## src/cmds_pkg.sv

```systemverilog
// constants, register map and field layout of the clock monitor and oscillator stepping block
package cmds_pkg;

  // register byte addresses, one aligned word each
  localparam logic [7:0] CMDS_ADDR_CTRL     = 8'h00;
  localparam logic [7:0] CMDS_ADDR_DCO      = 8'h04;
  localparam logic [7:0] CMDS_ADDR_IRQ_STAT = 8'h08;
  localparam logic [7:0] CMDS_ADDR_IRQ_CLR  = 8'h0c;
  localparam logic [7:0] CMDS_ADDR_IRQ_EN   = 8'h10;

  // control register bit positions
  localparam int unsigned CMDS_CTRL_INT_ON  = 0;
  localparam int unsigned CMDS_CTRL_INT_STB = 1;
  localparam int unsigned CMDS_CTRL_EXT_ON  = 2;
  localparam int unsigned CMDS_CTRL_EXT_STB = 3;
  localparam int unsigned CMDS_CTRL_CS      = 4;
  localparam int unsigned CMDS_CTRL_MON     = 5;
  localparam int unsigned CMDS_CTRL_FAIL    = 6;
  localparam int unsigned CMDS_CTRL_MIE     = 7;
  localparam int unsigned CMDS_CTRL_W       = 8;

  // oscillator status register layout
  localparam int unsigned CMDS_DCO_STAGE_LSB = 0;
  localparam int unsigned CMDS_DCO_DIV_LSB   = 8;
  localparam int unsigned CMDS_DCO_SLOW      = 12;
  localparam int unsigned CMDS_DCO_COARSE    = 13;

  // interrupt status bits
  localparam int unsigned CMDS_IRQ_FAIL = 0;
  localparam int unsigned CMDS_IRQ_DIV  = 1;
  localparam int unsigned CMDS_IRQ_SAT  = 2;
  localparam int unsigned CMDS_IRQ_W    = 3;

  // oscillator code widths and limits
  localparam int unsigned CMDS_STAGE_W = 8;
  localparam int unsigned CMDS_DIV_W   = 4;
  localparam int unsigned CMDS_FRAC_W  = 5;
  localparam int unsigned CMDS_RING_W  = 6;
  localparam int unsigned CMDS_DELAY_W = 16;

  localparam logic [CMDS_DIV_W-1:0]   CMDS_DIV_MAX     = 4'h9;
  localparam logic [CMDS_DIV_W-1:0]   CMDS_DIV_MIN     = 4'h0;
  localparam logic [CMDS_STAGE_W-1:0] CMDS_STAGE_RESET = 8'h00;
  localparam logic [CMDS_DIV_W-1:0]   CMDS_DIV_RESET   = 4'h0;
  localparam logic [CMDS_STAGE_W-1:0] CMDS_STEP_COARSE = 8'h20;
  localparam logic [CMDS_STAGE_W-1:0] CMDS_STEP_FINE   = 8'h01;
  localparam logic [CMDS_STAGE_W-1:0] CMDS_STAGE_FULL  = 8'hff;
  localparam logic [CMDS_STAGE_W-1:0] CMDS_STAGE_EMPTY = 8'h00;

  // ring length in stage delays
  localparam logic [CMDS_RING_W-1:0] CMDS_RING_BASE    = 6'h11;
  localparam logic [CMDS_RING_W-1:0] CMDS_RING_INC     = 6'h02;
  localparam logic [CMDS_RING_W-1:0] CMDS_RING_TOP_ALT = 6'h22;
  localparam logic [2:0]             CMDS_RING_TOP_SEL = 3'h7;

  // control register after reset: internal generator on, internal clock selected
  localparam logic [CMDS_CTRL_W-1:0] CMDS_CTRL_RESET = 8'h01;

endpackage

```

## src/cmds_dco_step.sv

```systemverilog
// stage and divider code stepper driven by loop filter corrections
`timescale 1ns/10ps
module cmds_dco_step
  import cmds_pkg::*;
#(
  parameter logic [CMDS_STAGE_W-1:0] STAGE_INIT = CMDS_STAGE_RESET,
  parameter logic [CMDS_DIV_W-1:0]   DIV_INIT   = CMDS_DIV_RESET
) (
  // clock and reset
  input  wire logic                    clk,
  input  wire logic                    rst,
  // correction request
  input  wire logic                    corr_valid,
  input  wire logic                    corr_up,
  input  wire logic                    err_large,
  // codes and events
  output logic [CMDS_STAGE_W-1:0]      stage_code,
  output logic [CMDS_DIV_W-1:0]        divider_code,
  output logic                         div_step,
  output logic                         saturated
);

  typedef struct packed {
    logic [CMDS_STAGE_W-1:0] stage;
    logic [CMDS_DIV_W-1:0]   div;
    logic                    step;
    logic                    sat;
  } cmds_step_st_t;

  cmds_step_st_t st_r;
  cmds_step_st_t st_nxt;

  always_comb begin
    logic [CMDS_STAGE_W-1:0] step;
    logic [CMDS_STAGE_W:0]   sum;
    st_nxt      = st_r;
    st_nxt.step = 1'b0;
    st_nxt.sat  = 1'b0;
    step        = err_large ? CMDS_STEP_COARSE : CMDS_STEP_FINE;
    sum         = '0;
    if (corr_valid) begin
      if (corr_up) begin
        sum = {1'b0, st_r.stage} + {1'b0, step};
      end else begin
        sum = {1'b0, st_r.stage} - {1'b0, step};
      end
      // the divider only moves on carry or borrow out of the stage code
      if (!sum[CMDS_STAGE_W]) begin
        st_nxt.stage = sum[CMDS_STAGE_W-1:0];
      end else if (corr_up && st_r.div < CMDS_DIV_MAX) begin
        st_nxt.stage = sum[CMDS_STAGE_W-1:0];
        st_nxt.div   = st_r.div + 4'h1;
        st_nxt.step  = 1'b1;
      end else if (!corr_up && st_r.div > CMDS_DIV_MIN) begin
        st_nxt.stage = sum[CMDS_STAGE_W-1:0];
        st_nxt.div   = st_r.div - 4'h1;
        st_nxt.step  = 1'b1;
      end else begin
        // at either end of the range the period stops rather than wrapping
        st_nxt.stage = corr_up ? CMDS_STAGE_FULL : CMDS_STAGE_EMPTY;
        st_nxt.sat   = 1'b1;
      end
    end
  end

  always_ff @(posedge clk) begin
    if (rst) begin
      st_r <= '{stage: STAGE_INIT, div: DIV_INIT, step: 1'b0, sat: 1'b0};
    end else begin
      st_r <= st_nxt;
    end
  end

  assign stage_code   = st_r.stage;
  assign divider_code = st_r.div;
  assign div_step     = st_r.step;
  assign saturated    = st_r.sat;

endmodule

```

## src/cmds_fine_adj.sv

```systemverilog
// ring length, fine-adjust dithering and binary divider: period of each ring cycle
`timescale 1ns/10ps
module cmds_fine_adj
  import cmds_pkg::*;
(
  // clock and reset
  input  wire logic                    clk,
  input  wire logic                    rst,
  // one pulse per modelled ring cycle
  input  wire logic                    ring_tick,
  // codes
  input  wire logic [CMDS_STAGE_W-1:0] stage_code,
  input  wire logic [CMDS_DIV_W-1:0]   divider_code,
  // period of the current cycle
  output logic [CMDS_RING_W-1:0]       ring_stages,
  output logic [CMDS_DELAY_W-1:0]      cycle_delays,
  output logic                         long_cycle
);

  typedef struct packed {
    logic [CMDS_FRAC_W-1:0]  acc;
    logic [CMDS_RING_W-1:0]  ring;
    logic [CMDS_DELAY_W-1:0] delays;
    logic                    long_c;
  } cmds_fine_st_t;

  cmds_fine_st_t st_r;
  cmds_fine_st_t st_nxt;

  always_comb begin
    logic [2:0]              coarse;
    logic [CMDS_FRAC_W-1:0]  frac;
    logic [CMDS_FRAC_W:0]    acc_sum;
    logic [CMDS_RING_W-1:0]  nominal;
    logic [CMDS_RING_W-1:0]  stages;
    logic [CMDS_DIV_W-1:0]   div_eff;
    coarse  = stage_code[CMDS_STAGE_W-1:CMDS_FRAC_W];
    frac    = stage_code[CMDS_FRAC_W-1:0];
    st_nxt  = st_r;
    acc_sum = '0;
    nominal = CMDS_RING_BASE + CMDS_RING_INC * {3'h0, coarse};
    stages  = nominal;
    div_eff = (divider_code > CMDS_DIV_MAX) ? CMDS_DIV_MAX : divider_code;
    if (ring_tick) begin
      // accumulator spreads exactly frac long cycles over every 32
      acc_sum       = {1'b0, st_r.acc} + {1'b0, frac};
      st_nxt.acc    = acc_sum[CMDS_FRAC_W-1:0];
      st_nxt.long_c = acc_sum[CMDS_FRAC_W];
      if (acc_sum[CMDS_FRAC_W]) begin
        // the top ring setting borrows the shortest ring run at half speed
        stages = (coarse == CMDS_RING_TOP_SEL) ? CMDS_RING_TOP_ALT : nominal + CMDS_RING_INC;
      end
      st_nxt.ring   = stages;
      st_nxt.delays = {{(CMDS_DELAY_W-CMDS_RING_W){1'b0}}, stages} << div_eff;
    end
  end

  always_ff @(posedge clk) begin
    if (rst) begin
      st_r <= '{acc: '0, ring: CMDS_RING_BASE, delays: {{(CMDS_DELAY_W-CMDS_RING_W){1'b0}}, CMDS_RING_BASE},
                long_c: 1'b0};
    end else begin
      st_r <= st_nxt;
    end
  end

  assign ring_stages  = st_r.ring;
  assign cycle_delays = st_r.delays;
  assign long_cycle   = st_r.long_c;

endmodule

```

## src/cmds_top.sv

```systemverilog
// clock monitor control, source failover and digital oscillator stepping with a wishbone register file
`timescale 1ns/10ps
module cmds_top
  import cmds_pkg::*;
#(
  parameter logic [CMDS_STAGE_W-1:0] STAGE_INIT = CMDS_STAGE_RESET,
  parameter logic [CMDS_DIV_W-1:0]   DIV_INIT   = CMDS_DIV_RESET
) (
  // clock and reset
  input  wire logic                     clk,
  input  wire logic                     rst,
  // wishbone slave
  input  wire logic                     wb_cyc_i,
  input  wire logic                     wb_stb_i,
  input  wire logic                     wb_we_i,
  input  wire logic [7:0]               wb_adr_i,
  input  wire logic [3:0]               wb_sel_i,
  input  wire logic [31:0]              wb_dat_i,
  output logic      [31:0]              wb_dat_o,
  output logic                          wb_ack_o,
  // activity detectors and options
  input  wire logic                     internal_inactive,
  input  wire logic                     external_inactive,
  input  wire logic                     internal_clk_stable,
  input  wire logic                     external_clk_stable,
  input  wire logic                     slow_external_option,
  // loop filter corrections
  input  wire logic                     corr_valid,
  input  wire logic                     corr_up,
  input  wire logic                     err_large,
  input  wire logic                     ring_tick,
  // clock generator controls
  output logic                          internal_gen_on,
  output logic                          external_gen_on,
  output logic                          osc_sel_external,
  output logic                          timebase_sel_external,
  // interrupts
  output logic                          monitor_irq,
  output logic                          irq,
  // oscillator codes and period
  output logic [CMDS_STAGE_W-1:0]       stage_code,
  output logic [CMDS_DIV_W-1:0]         divider_code,
  output logic [CMDS_RING_W-1:0]        ring_stages,
  output logic [CMDS_DELAY_W-1:0]       cycle_delays,
  output logic                          long_cycle
);

  typedef struct packed {
    logic                  ack;
    logic [31:0]           rdata;
    logic                  int_on;
    logic                  ext_on;
    logic                  cs;
    logic                  tb_ext;
    logic                  mon;
    logic                  fail;
    logic                  mie;
    logic                  fail_armed;
    logic [CMDS_IRQ_W-1:0] stat;
    logic [CMDS_IRQ_W-1:0] en;
    logic                  mon_irq;
    logic                  irq;
  } cmds_st_t;

  cmds_st_t st_r;
  cmds_st_t st_nxt;

  logic                    div_step;
  logic                    saturated;
  logic [CMDS_STAGE_W-1:0] stage_w;
  logic [CMDS_DIV_W-1:0]   div_w;

  cmds_dco_step #(
    .STAGE_INIT   (STAGE_INIT),
    .DIV_INIT     (DIV_INIT)
  ) u_step (
    .clk          (clk),
    .rst          (rst),
    .corr_valid   (corr_valid),
    .corr_up      (corr_up),
    .err_large    (err_large),
    .stage_code   (stage_w),
    .divider_code (div_w),
    .div_step     (div_step),
    .saturated    (saturated)
  );

  cmds_fine_adj u_fine (
    .clk          (clk),
    .rst          (rst),
    .ring_tick    (ring_tick),
    .stage_code   (stage_w),
    .divider_code (div_w),
    .ring_stages  (ring_stages),
    .cycle_delays (cycle_delays),
    .long_cycle   (long_cycle)
  );

  always_comb begin
    logic                   req;
    logic                   wr;
    logic                   rd;
    logic                   lane0;
    logic [CMDS_CTRL_W-1:0] ctrl_rd;
    logic [CMDS_CTRL_W-1:0] wd;
    logic [CMDS_IRQ_W-1:0]  events;
    logic                   mon_ok;
    logic                   int_dead;
    logic                   ext_dead;
    st_nxt  = st_r;
    req     = wb_cyc_i && wb_stb_i && !st_r.ack;
    wr      = req && wb_we_i;
    rd      = req && !wb_we_i;
    lane0   = wb_sel_i[0];
    wd      = wb_dat_i[CMDS_CTRL_W-1:0];
    events  = '0;
    int_dead = st_r.mon && internal_inactive;
    ext_dead = st_r.mon && external_inactive;
    ctrl_rd = '0;
    ctrl_rd[CMDS_CTRL_INT_ON]  = st_r.int_on;
    ctrl_rd[CMDS_CTRL_INT_STB] = internal_clk_stable;
    ctrl_rd[CMDS_CTRL_EXT_ON]  = st_r.ext_on;
    ctrl_rd[CMDS_CTRL_EXT_STB] = external_clk_stable;
    ctrl_rd[CMDS_CTRL_CS]      = st_r.cs;
    ctrl_rd[CMDS_CTRL_MON]     = st_r.mon;
    ctrl_rd[CMDS_CTRL_FAIL]    = st_r.fail;
    ctrl_rd[CMDS_CTRL_MIE]     = st_r.mie;
    mon_ok  = st_r.int_on && st_r.ext_on && internal_clk_stable && external_clk_stable;

    // bus: one wait state, ack drops the cycle after it was given
    st_nxt.ack   = req;
    st_nxt.rdata = '0;
    if (rd) begin
      case (wb_adr_i)
        CMDS_ADDR_CTRL: begin
          st_nxt.rdata[CMDS_CTRL_W-1:0] = ctrl_rd;
          if (st_r.fail) begin
            st_nxt.fail_armed = 1'b1;
          end
        end
        CMDS_ADDR_DCO: begin
          st_nxt.rdata[CMDS_DCO_STAGE_LSB +: CMDS_STAGE_W] = stage_w;
          st_nxt.rdata[CMDS_DCO_DIV_LSB +: CMDS_DIV_W]     = div_w;
          st_nxt.rdata[CMDS_DCO_SLOW]                      = slow_external_option;
          st_nxt.rdata[CMDS_DCO_COARSE]                    = err_large;
        end
        CMDS_ADDR_IRQ_STAT: begin
          st_nxt.rdata[CMDS_IRQ_W-1:0] = st_r.stat;
        end
        CMDS_ADDR_IRQ_EN: begin
          st_nxt.rdata[CMDS_IRQ_W-1:0] = st_r.en;
        end
        default: begin
          st_nxt.rdata = '0;
        end
      endcase
    end

    if (wr && lane0) begin
      case (wb_adr_i)
        CMDS_ADDR_CTRL: begin
          st_nxt.ext_on = wd[CMDS_CTRL_EXT_ON];
          // the generator feeding the source selected before the write cannot be switched off
          st_nxt.int_on = wd[CMDS_CTRL_INT_ON] || !st_r.cs;
          st_nxt.ext_on = wd[CMDS_CTRL_EXT_ON] || st_r.cs;
          // source switch only with both generators on and the target stable
          if (st_r.int_on && st_r.ext_on) begin
            if (wd[CMDS_CTRL_CS] && external_clk_stable) begin
              st_nxt.cs = 1'b1;
            end else if (!wd[CMDS_CTRL_CS] && internal_clk_stable) begin
              st_nxt.cs = 1'b0;
            end
          end
          if (!wd[CMDS_CTRL_MON]) begin
            st_nxt.mon = 1'b0;
          end else if (mon_ok) begin
            st_nxt.mon = 1'b1;
          end
          // judged on the old monitor enable, so one repeated write walks the order
          if (!wd[CMDS_CTRL_MIE]) begin
            st_nxt.mie = 1'b0;
          end else if (st_r.mon) begin
            st_nxt.mie = 1'b1;
          end
          if (!wd[CMDS_CTRL_FAIL] && st_r.fail_armed) begin
            st_nxt.fail       = 1'b0;
            st_nxt.fail_armed = 1'b0;
          end
        end
        CMDS_ADDR_IRQ_CLR: begin
          st_nxt.stat = st_r.stat & ~wd[CMDS_IRQ_W-1:0];
        end
        CMDS_ADDR_IRQ_EN: begin
          st_nxt.en = wd[CMDS_IRQ_W-1:0];
        end
        default: begin
          st_nxt.en = st_nxt.en;
        end
      endcase
    end

    // hardware after the bus: failover and flag setting win over software
    if (int_dead || ext_dead) begin
      st_nxt.fail = 1'b1;
      events[CMDS_IRQ_FAIL] = !st_r.fail;
      // a fresh set needs a fresh read before a clear is accepted
      if (!st_r.fail) begin
        st_nxt.fail_armed = 1'b0;
      end
    end
    if (int_dead && !ext_dead) begin
      st_nxt.cs = 1'b1;
    end else if (ext_dead && !int_dead) begin
      st_nxt.cs = 1'b0;
    end
    // timebase follows the external generator unless a dead clock forces it
    if (int_dead && !ext_dead) begin
      st_nxt.tb_ext = 1'b1;
    end else if (ext_dead && !int_dead) begin
      st_nxt.tb_ext = 1'b0;
    end else begin
      st_nxt.tb_ext = st_nxt.ext_on;
    end

    events[CMDS_IRQ_DIV] = div_step;
    events[CMDS_IRQ_SAT] = saturated;
    st_nxt.stat    = st_nxt.stat | events;
    st_nxt.irq     = |(st_nxt.stat & st_nxt.en);
    st_nxt.mon_irq = st_nxt.fail && st_nxt.mie;
  end

  always_ff @(posedge clk) begin
    if (rst) begin
      st_r            <= '0;
      st_r.int_on     <= CMDS_CTRL_RESET[CMDS_CTRL_INT_ON];
      st_r.ext_on     <= CMDS_CTRL_RESET[CMDS_CTRL_EXT_ON];
      st_r.cs         <= CMDS_CTRL_RESET[CMDS_CTRL_CS];
      st_r.mon        <= CMDS_CTRL_RESET[CMDS_CTRL_MON];
      st_r.mie        <= CMDS_CTRL_RESET[CMDS_CTRL_MIE];
      st_r.fail       <= CMDS_CTRL_RESET[CMDS_CTRL_FAIL];
    end else begin
      st_r <= st_nxt;
    end
  end

  assign wb_ack_o              = st_r.ack;
  assign wb_dat_o              = st_r.rdata;
  assign internal_gen_on       = st_r.int_on;
  assign external_gen_on       = st_r.ext_on;
  assign osc_sel_external      = st_r.cs;
  assign timebase_sel_external = st_r.tb_ext;
  assign monitor_irq           = st_r.mon_irq;
  assign irq                   = st_r.irq;
  assign stage_code            = stage_w;
  assign divider_code          = div_w;

endmodule

```

## config.mk

```make
export PLATFORM = sky130hd
export DESIGN_NAME = cmds_top
export DESIGN_NICKNAME = d
export VERILOG_FILES = /design/src/cmds_pkg.sv /design/src/cmds_dco_step.sv /design/src/cmds_fine_adj.sv /design/src/cmds_top.sv
export SDC_FILE = /design/constraint.sdc
export NUM_CORES = 1
export LEC_CHECK = 0
export ABC_AREA = 1
export ABC_CLOCK_PERIOD_IN_PS = 1800
export BUFFER_PORTS_ARGS = -buffer_cell sky130_fd_sc_hd__buf_2
export CELL_PAD_IN_SITES_DETAIL_PLACEMENT = 1
export CELL_PAD_IN_SITES_GLOBAL_PLACEMENT = 1
export CORE_MARGIN = 2
export CORE_UTILIZATION = 33
export CTS_CLUSTER_DIAMETER = 100
export DETAILED_ROUTE_END_ITERATION = 16
export PLACE_DENSITY = 0.77
export REMOVE_ABC_BUFFERS = 1
export SYNTH_ARGS = -nofsm -noshare
export SYNTH_HDL_FRONTEND = slang
export SYNTH_SLANG_ARGS = --single-unit
```

## constraint.sdc

```tcl
create_clock -name clk -period 1.8 [get_ports clk]
set_input_delay 0.27 -clock clk [delete_from_list [all_inputs] [get_ports clk]]
set_output_delay 0.27 -clock clk [all_outputs]
set_load 0.1 [all_outputs]
```

# After elaboration in Yosys (flattened, before gate mapping)
# Index checks and enable logic that the tools add are counted.
# W data, S select, Z words.
[op_classes] mux=41 magnitude_cmp=3 eq_ne=6 shift=1 n_bitwise=8 n_addsub=7 reduce_logical=45
[op_table] op="$mux W9" count=3
[op_table] op="$mux W6" count=4
[op_table] op="$mux W8" count=3
[op_table] op="$mux W1" count=21
[op_table] op="$logic_and A1 B1 Y1" count=18
[op_table] op="$eq A8 B4 Y1 const B" count=2
[op_table] op="$shl A6 B4 Y16" count=1
[op_table] op="$mux W13" count=1
[op_table] op="$pmux W3 S4" count=1
[op_table] op="$pmux W5 S2" count=1
[op_table] op="$add A8 B8 Y9" count=1
[op_table] op="$logic_not A1 Y1" count=9
[op_table] op="$mux W3" count=3
[op_table] op="$reduce_bool A3 Y1" count=3
[op_table] op="$reduce_or A3 Y1" count=3
[op_table] op="$sub A8 B8 Y9" count=1
[op_table] op="$eq A8 B3 Y1 const B" count=1
[op_table] op="$eq A8 B5 Y1 const B" count=1
[op_table] op="$logic_not A8 Y1" count=1
[op_table] op="$add A5 B4 Y6 const A" count=1
[op_table] op="$add A5 B5 Y6" count=1
[op_table] op="$add A6 B2 Y6 const B" count=1
[op_table] op="$and A3 B3 Y3" count=2
[op_table] op="$reduce_and A3 Y1" count=2
[op_table] op="20 further kinds" count=26
[totals] ff_bits=91 inputBits=58 output_inout_bits=74 wordCells=135

# Depth between registers and ports, before layout
[logic_depth] word_depth=10 mapped_depth=16 mapped_depth_nobuf=16

# Hierarchy
# From an unflattened synthesis, not the netlist that was laid out.
[hier_totals] hier_cells=662 area_unflattened_um2=4591.9
[by_module_without_submodules] module="cmds_fine_adj" seq_area_each_um2=560.5 cells_per_inst=242 area_each_um2=1778.0 n_inst=1
[by_module_without_submodules] module="cmds_top" seq_area_each_um2=620.6 cells_per_inst=247 area_each_um2=1737.9 n_inst=1
[by_module_without_submodules] module="cmds_dco_step" seq_area_each_um2=280.3 cells_per_inst=173 area_each_um2=1076.0 n_inst=1

# Worst setup path after synthesis
# OpenSTA, ideal clock, no wires.
[synth_timing] path_type="flip-flop to flip-flop" startpoint="register u_step.st_r (netlist bit u_step.divider_code[1])" endpoint="register u_fine.st_r (netlist bit u_fine.cycle_delays[10])" setup_slack_ps=-827 path_stages_with_launch=14 t_arrival_ps=2514 required_time_ps=1687 setup_time_ps=113 n_path_buf=1 synth_period_minus_slack_ps=2627 path_cell_list="dfxtp_1 -> clkbuf_1 -> inv_1 -> ha_1 -> a21oi_2 -> nand2_1 -> nand2_2 -> inv_2 -> nand2_1 -> nand2_1 -> nand3_1 -> nand2_1 -> o21ai_1 -> inv_1"
[synth_between] elab_chain_cells=3
[synth_rtl] item="start, declared" line="cmds_dco_step.sv:30" rtl="cmds_step_st_t st_r;"
[synth_rtl] item="start signal, assigned" line="cmds_dco_step.sv:68" rtl="st_r <= '{stage: STAGE_INIT, div: DIV_INIT, step: 1'b0, sat: 1'b0};"
[synth_rtl] item="start signal, assigned" line="cmds_dco_step.sv:70" rtl="st_r <= st_nxt;"
[synth_rtl] item="$gt A4 B4 Y1" line="cmds_fine_adj.sv:43" rtl="div_eff = (divider_code > CMDS_DIV_MAX) ? CMDS_DIV_MAX : divider_code;"
[synth_rtl] item="$mux W4 *" line="cmds_fine_adj.sv:43"
[synth_rtl] item="$shl A6 B4 Y16 *" line="cmds_fine_adj.sv:54" rtl="st_nxt.delays = {{(CMDS_DELAY_W-CMDS_RING_W){1'b0}}, stages} << div_eff;"
[synth_rtl] item="end signal, assigned" line="cmds_fine_adj.sv:60" rtl="st_r <= '{acc: '0, ring: CMDS_RING_BASE, delays: {{(CMDS_DELAY_W-CMDS_RING_W){1'b0}}, CMDS_RING_BASE},"
[synth_rtl] item="end signal, assigned" line="cmds_fine_adj.sv:63" rtl="st_r <= st_nxt;"
[synth_rtl] item="end, declared" line="cmds_fine_adj.sv:27" rtl="cmds_fine_st_t st_r;"
# Mark *: on every way between the ends. The rest lies on a longest branch, timed or not.
# A chain may end at the register's enable or synchronous reset.

# Worst setup path after layout
[layout_timing] startpoint="register u_step.st_r (netlist bit u_step.stage_code[3])" endpoint="register u_fine.st_r (netlist bit u_fine.cycle_delays[12])"
[layout_between] elab_chain_cells=4
[layout_rtl] item="$add A5 B5 Y6" line="cmds_fine_adj.sv:46" rtl="acc_sum = {1'b0, st_r.acc} + {1'b0, frac};"
[layout_rtl] item="$mux W6" line="cmds_fine_adj.sv:49" rtl="if (acc_sum[CMDS_FRAC_W]) begin"
[layout_rtl] item="$mux W6" line="cmds_fine_adj.sv:44" rtl="if (ring_tick) begin"
[layout_rtl] item="$shl A6 B4 Y16" line="cmds_fine_adj.sv:54"
# Every way passes these cells. The select of a mux whose other input is x is not followed.

==> metrics.log <==
INFO  metric share_of_flip_flops_with_an_asynchronous_set_or_reset = 0%
INFO  metric antenna_found_initial = 0
INFO  metric std_cell_rows = 42
INFO  metric synthDominantAreaCellType = dfxtp_1
INFO  metric design.die.area = 14560 um^2
INFO  metric seqCellArea = 1473 um^2
INFO  metric final.period_utilization = 102.8%
INFO  metric fmax = 540.7 MHz
INFO  metric crit_path_required_time = 2.07 ns
INFO  metric drcViolationCount = 0
INFO  metric fin_nets = 824
INFO  metric cts.clk_slew.worst_paths = 0.06 ns
INFO  metric yosys_warnings = 0
INFO  metric synth.area.top_cells = dfxtp_1, nand2_1, buf_4, nand3_1, inv_1
INFO  metric track_usage = 19.85%
INFO  metric vdd_drop_max = 0.7180 mV
INFO  metric buffer_ports.inserted = 85
INFO  metric reg2reg_from = u_step.stage_code[3]$_SDFFE_PP0P_
INFO  metric dpl_worst_slack = -0.2813 ns
INFO  metric sort_of_element_at_the_start_of_the_critical_path = register
INFO  metric synthMostInstantiatedCell = nand2_1
INFO  metric syn_area = 4492 um^2
INFO  metric share_of_synthesized_area_occupied_by_flip_flops_and_latches = 32.53%
INFO  metric die_width = 120.7 um
INFO  metric htreeDepth = 3
INFO  metric worstSetupEndpointType = register
INFO  metric via_count_of_the_first_global_routing_pass = 4806
INFO  metric syn_to_final_growth = 32.37%
INFO  metric number_of_enable_type_register_cells_in_the_synthesized_netlist = 0
INFO  metric routabilityCongestion = 0.8819
INFO  metric postRouteWirelength = 14570 um
INFO  metric synth_cells = 631
INFO  metric leakagePower = 2.886 nW
INFO  metric tritoncts.num_buffers = 9
INFO  metric max_cap_violations = 0
INFO  metric multi_input_area = 2639 um^2
INFO  metric cts.sinks = 73
INFO  metric place.detailed.hpwl = 10530 um
INFO  metric slew_headroom = 65.88%
INFO  metric global_route.overflow_total = 0
INFO  metric yosys_most_used_dff = dfxtp_1
INFO  metric clockBufferDepth = 2
INFO  metric largest_net_degree_at_the_start_of_global_routing = 24
INFO  metric r2r.worst_path.cells = 9
INFO  metric viasPerCell = 4.880
INFO  metric timing.hold.worst.start = slow_external_option
INFO  metric unrepaired_setup_endpoints_after_global_routing = true
INFO  metric routed-via-count = 4529
INFO  metric regToRegSetupSlack = -0.05 ns
INFO  metric worstPathArrival = 2.12 ns
INFO  metric hold_class = in -> reg
INFO  metric finalMaxSlewViolations = 0
INFO  metric share_of_cells_above_drive_strength_1 = 37.63%
INFO  metric yosys-top-cells-count = nand2_1, dfxtp_1, inv_1
INFO  metric final.setup.worst_slack = -0.04958 ns
INFO  metric cellPowerDensity = 972.4 nW/um^2
INFO  metric drt_pre_antenna_iters = 4
INFO  metric hold_violations = 0
INFO  metric finalSetupViolations = 3
INFO  metric cell_chosen_for_the_clock_root = clkbuf_16
INFO  metric worstPathMaxFanout = 3
INFO  metric failed_checks = setup timing
INFO  metric worst_skew_pair.late_latency = 0.35 ns
INFO  metric global_route_wire_length_before_repair = 22960 um
INFO  metric worstReg2RegEnd = u_fine.cycle_delays[12]$_SDFFE_PP0P_
INFO  metric setup_total_negative_slack = -0.09097 ns
INFO  metric cts_tree = built
INFO  metric die-height = 120.7 um
INFO  metric floorplan.initialDensity = 33.92%
INFO  metric io_pins = 132
INFO  metric avgSynthCellArea = 7.119 um^2
INFO  metric ant_diodes = 0
INFO  metric total_power = 5.782 mW
INFO  metric dr.first_iter.drc_count = 228
INFO  metric nFillCells = 1696
INFO  metric placeableCoreArea = 13240 um^2
INFO  metric cts_hold_buf = 0
INFO  metric synth_top_area_share = 32.53%
INFO  metric run_status = finished with violations
INFO  metric min_delay_worst_endpoint = wb_dat_o[12]$_SDFF_PP0_
INFO  metric finalCriticalPeriod = 1.850 ns
INFO  metric worstMarginPinSlew = 0.5154 ns
INFO  metric timing_worst_setup_path_type = reg -> reg
INFO  metric synth-seq-cells = 73
INFO  metric final_antenna_net_count = 0
INFO  metric finalClockSkew = 0.006450 ns
INFO  metric hold-path-cell-count = 3
INFO  metric routedWlPerCell = 15.70 um
INFO  metric synth_cell_types = 47
-- final cells by class --
| cell class | instances | share of cell area (%) |
|---|---|---|
| Inverter | 77 | 5.029 |
| Clock inverter | 5 | 1.747 |
| Sequential cell | 73 | 24.77 |
| Multi-Input combinational cell | 431 | 44.38 |
| Tap cell | 176 | 3.704 |
| Clock buffer | 11 | 3.914 |
| Timing Repair Buffer | 155 | 16.46 |
-- worst max-delay path: stages, from the launching register on --
cell and delay [ns]:
dfxtp_1 0.33, ha_1 0.24, a21oi_2 0.22, buf_4 0.17, nand3_1 0.17, nand3_2 0.16, nand3_1 0.12, nand2_2 0.13
nand2_1 0.06, a21oi_1 0.17
-- cell families after synthesis --
group / count (synthesis) / synth area share, %
and+or+nand+nor: 288 / 30.11
adders and majority gates: 19 / 5.460
AOI/OAI and AO/OA: 95 / 13.01
other: 1 / 0.08349
DFF: 73 / 32.53
xor gates and xnor gates: 10 / 1.950
buffers and inverters: 145 / 16.85
-- how the worst max path moves through the flow --
stage                                        start                                   end  slack, ns  cells after the start
5_1_grt          u_step.stage_code[3]$_SDFFE_PP0P_  u_fine.cycle_delays[12]$_SDFFE_PP0P_      -0.14                      9
4_1_cts          u_step.stage_code[2]$_SDFFE_PP0P_  u_fine.cycle_delays[14]$_SDFFE_PP0P_      0.002                     11
6_report         u_step.stage_code[3]$_SDFFE_PP0P_  u_fine.cycle_delays[12]$_SDFFE_PP0P_      -0.05                      9
3_3_place_gp                             err_large     u_step.stage_code[6]$_SDFFE_PP0P_      -0.14                     12
2_1_floorplan  u_step.divider_code[0]$_SDFFE_PP0P_  u_fine.cycle_delays[10]$_SDFFE_PP0P_      -0.84                     12
3_5_place_dp                             err_large     u_step.stage_code[6]$_SDFFE_PP0P_      -0.28                     12
-- where the power goes --
part	switching, mW	leakage (nW)	internal (mW)
Sequential	0.0580	0.597	1.70
Clock	0.729	0.164	1.36
Combinational	1.39	2.13	0.547
-- flip-flops by register name (all words and copies together), names as in the netlist, 4 cells and up --
name,cells
st_r,10
u_fine.cycle_delays,16
u_fine.ring_stages,6
u_fine.st_r,5
u_step.divider_code,4
u_step.stage_code,8
wb_dat_o,14
-- per-layer routing --
metal | global-route usage [%] | wire (um) | vias up
met1 | 23.76 | 6329 | 2179
met2 | 34.50 | 7270 | 109
li1 | - | - | 2212
met5 | 0 | 0 | -
met3 | 4.434 | 602 | 29
met4 | 7.558 | 370 | 0
-- through the flow --
step / hold slack (ns) / util (%) / area (um^2) / cells
after floorplan: 0.3391 / - / 4090 / 580
after CTS: 0.1352 / 43.18 / 5718 / 923
after global placement: 0.4472 / 39.11 / 5179 / 900
final: 0.1400 / 44.90 / 5946 / 928
after global routing: 0.1397 / 44.90 / 5946 / 928
after detailed placement: 0.4605 / 39.11 / 5179 / 900
-- layout by cell type, fill, tap and decap left out, types with 6 or more instances in the layout --
master     count
a21oi_1       20
a21oi_2       16
buf_2         85
buf_4         65
clkbuf_16      9
conb_1        18
dfxtp_1       66
dfxtp_2        6
ha_1          14
inv_1         66
inv_2          7
nand2_1      101
nand2_2       25
nand2_4       13
nand3_1       40
nand3_2       17
nand4_1        9
nor2_1        59
o21ai_0       30
-- what timing repair did --
| action | CTS | global route |
|---|---|---|
| setup buffers | 6 | 5 |
| resized for setup | 37 | 49 |
| cloned | 1 | 0 |
| pin swaps | 10 | 24 |
| endpoints found under the setup margin | 30 | 29 |
| hold endpoints to repair | 0 | 0 |
No activity file was read; power rests on OpenSTA's default activity.
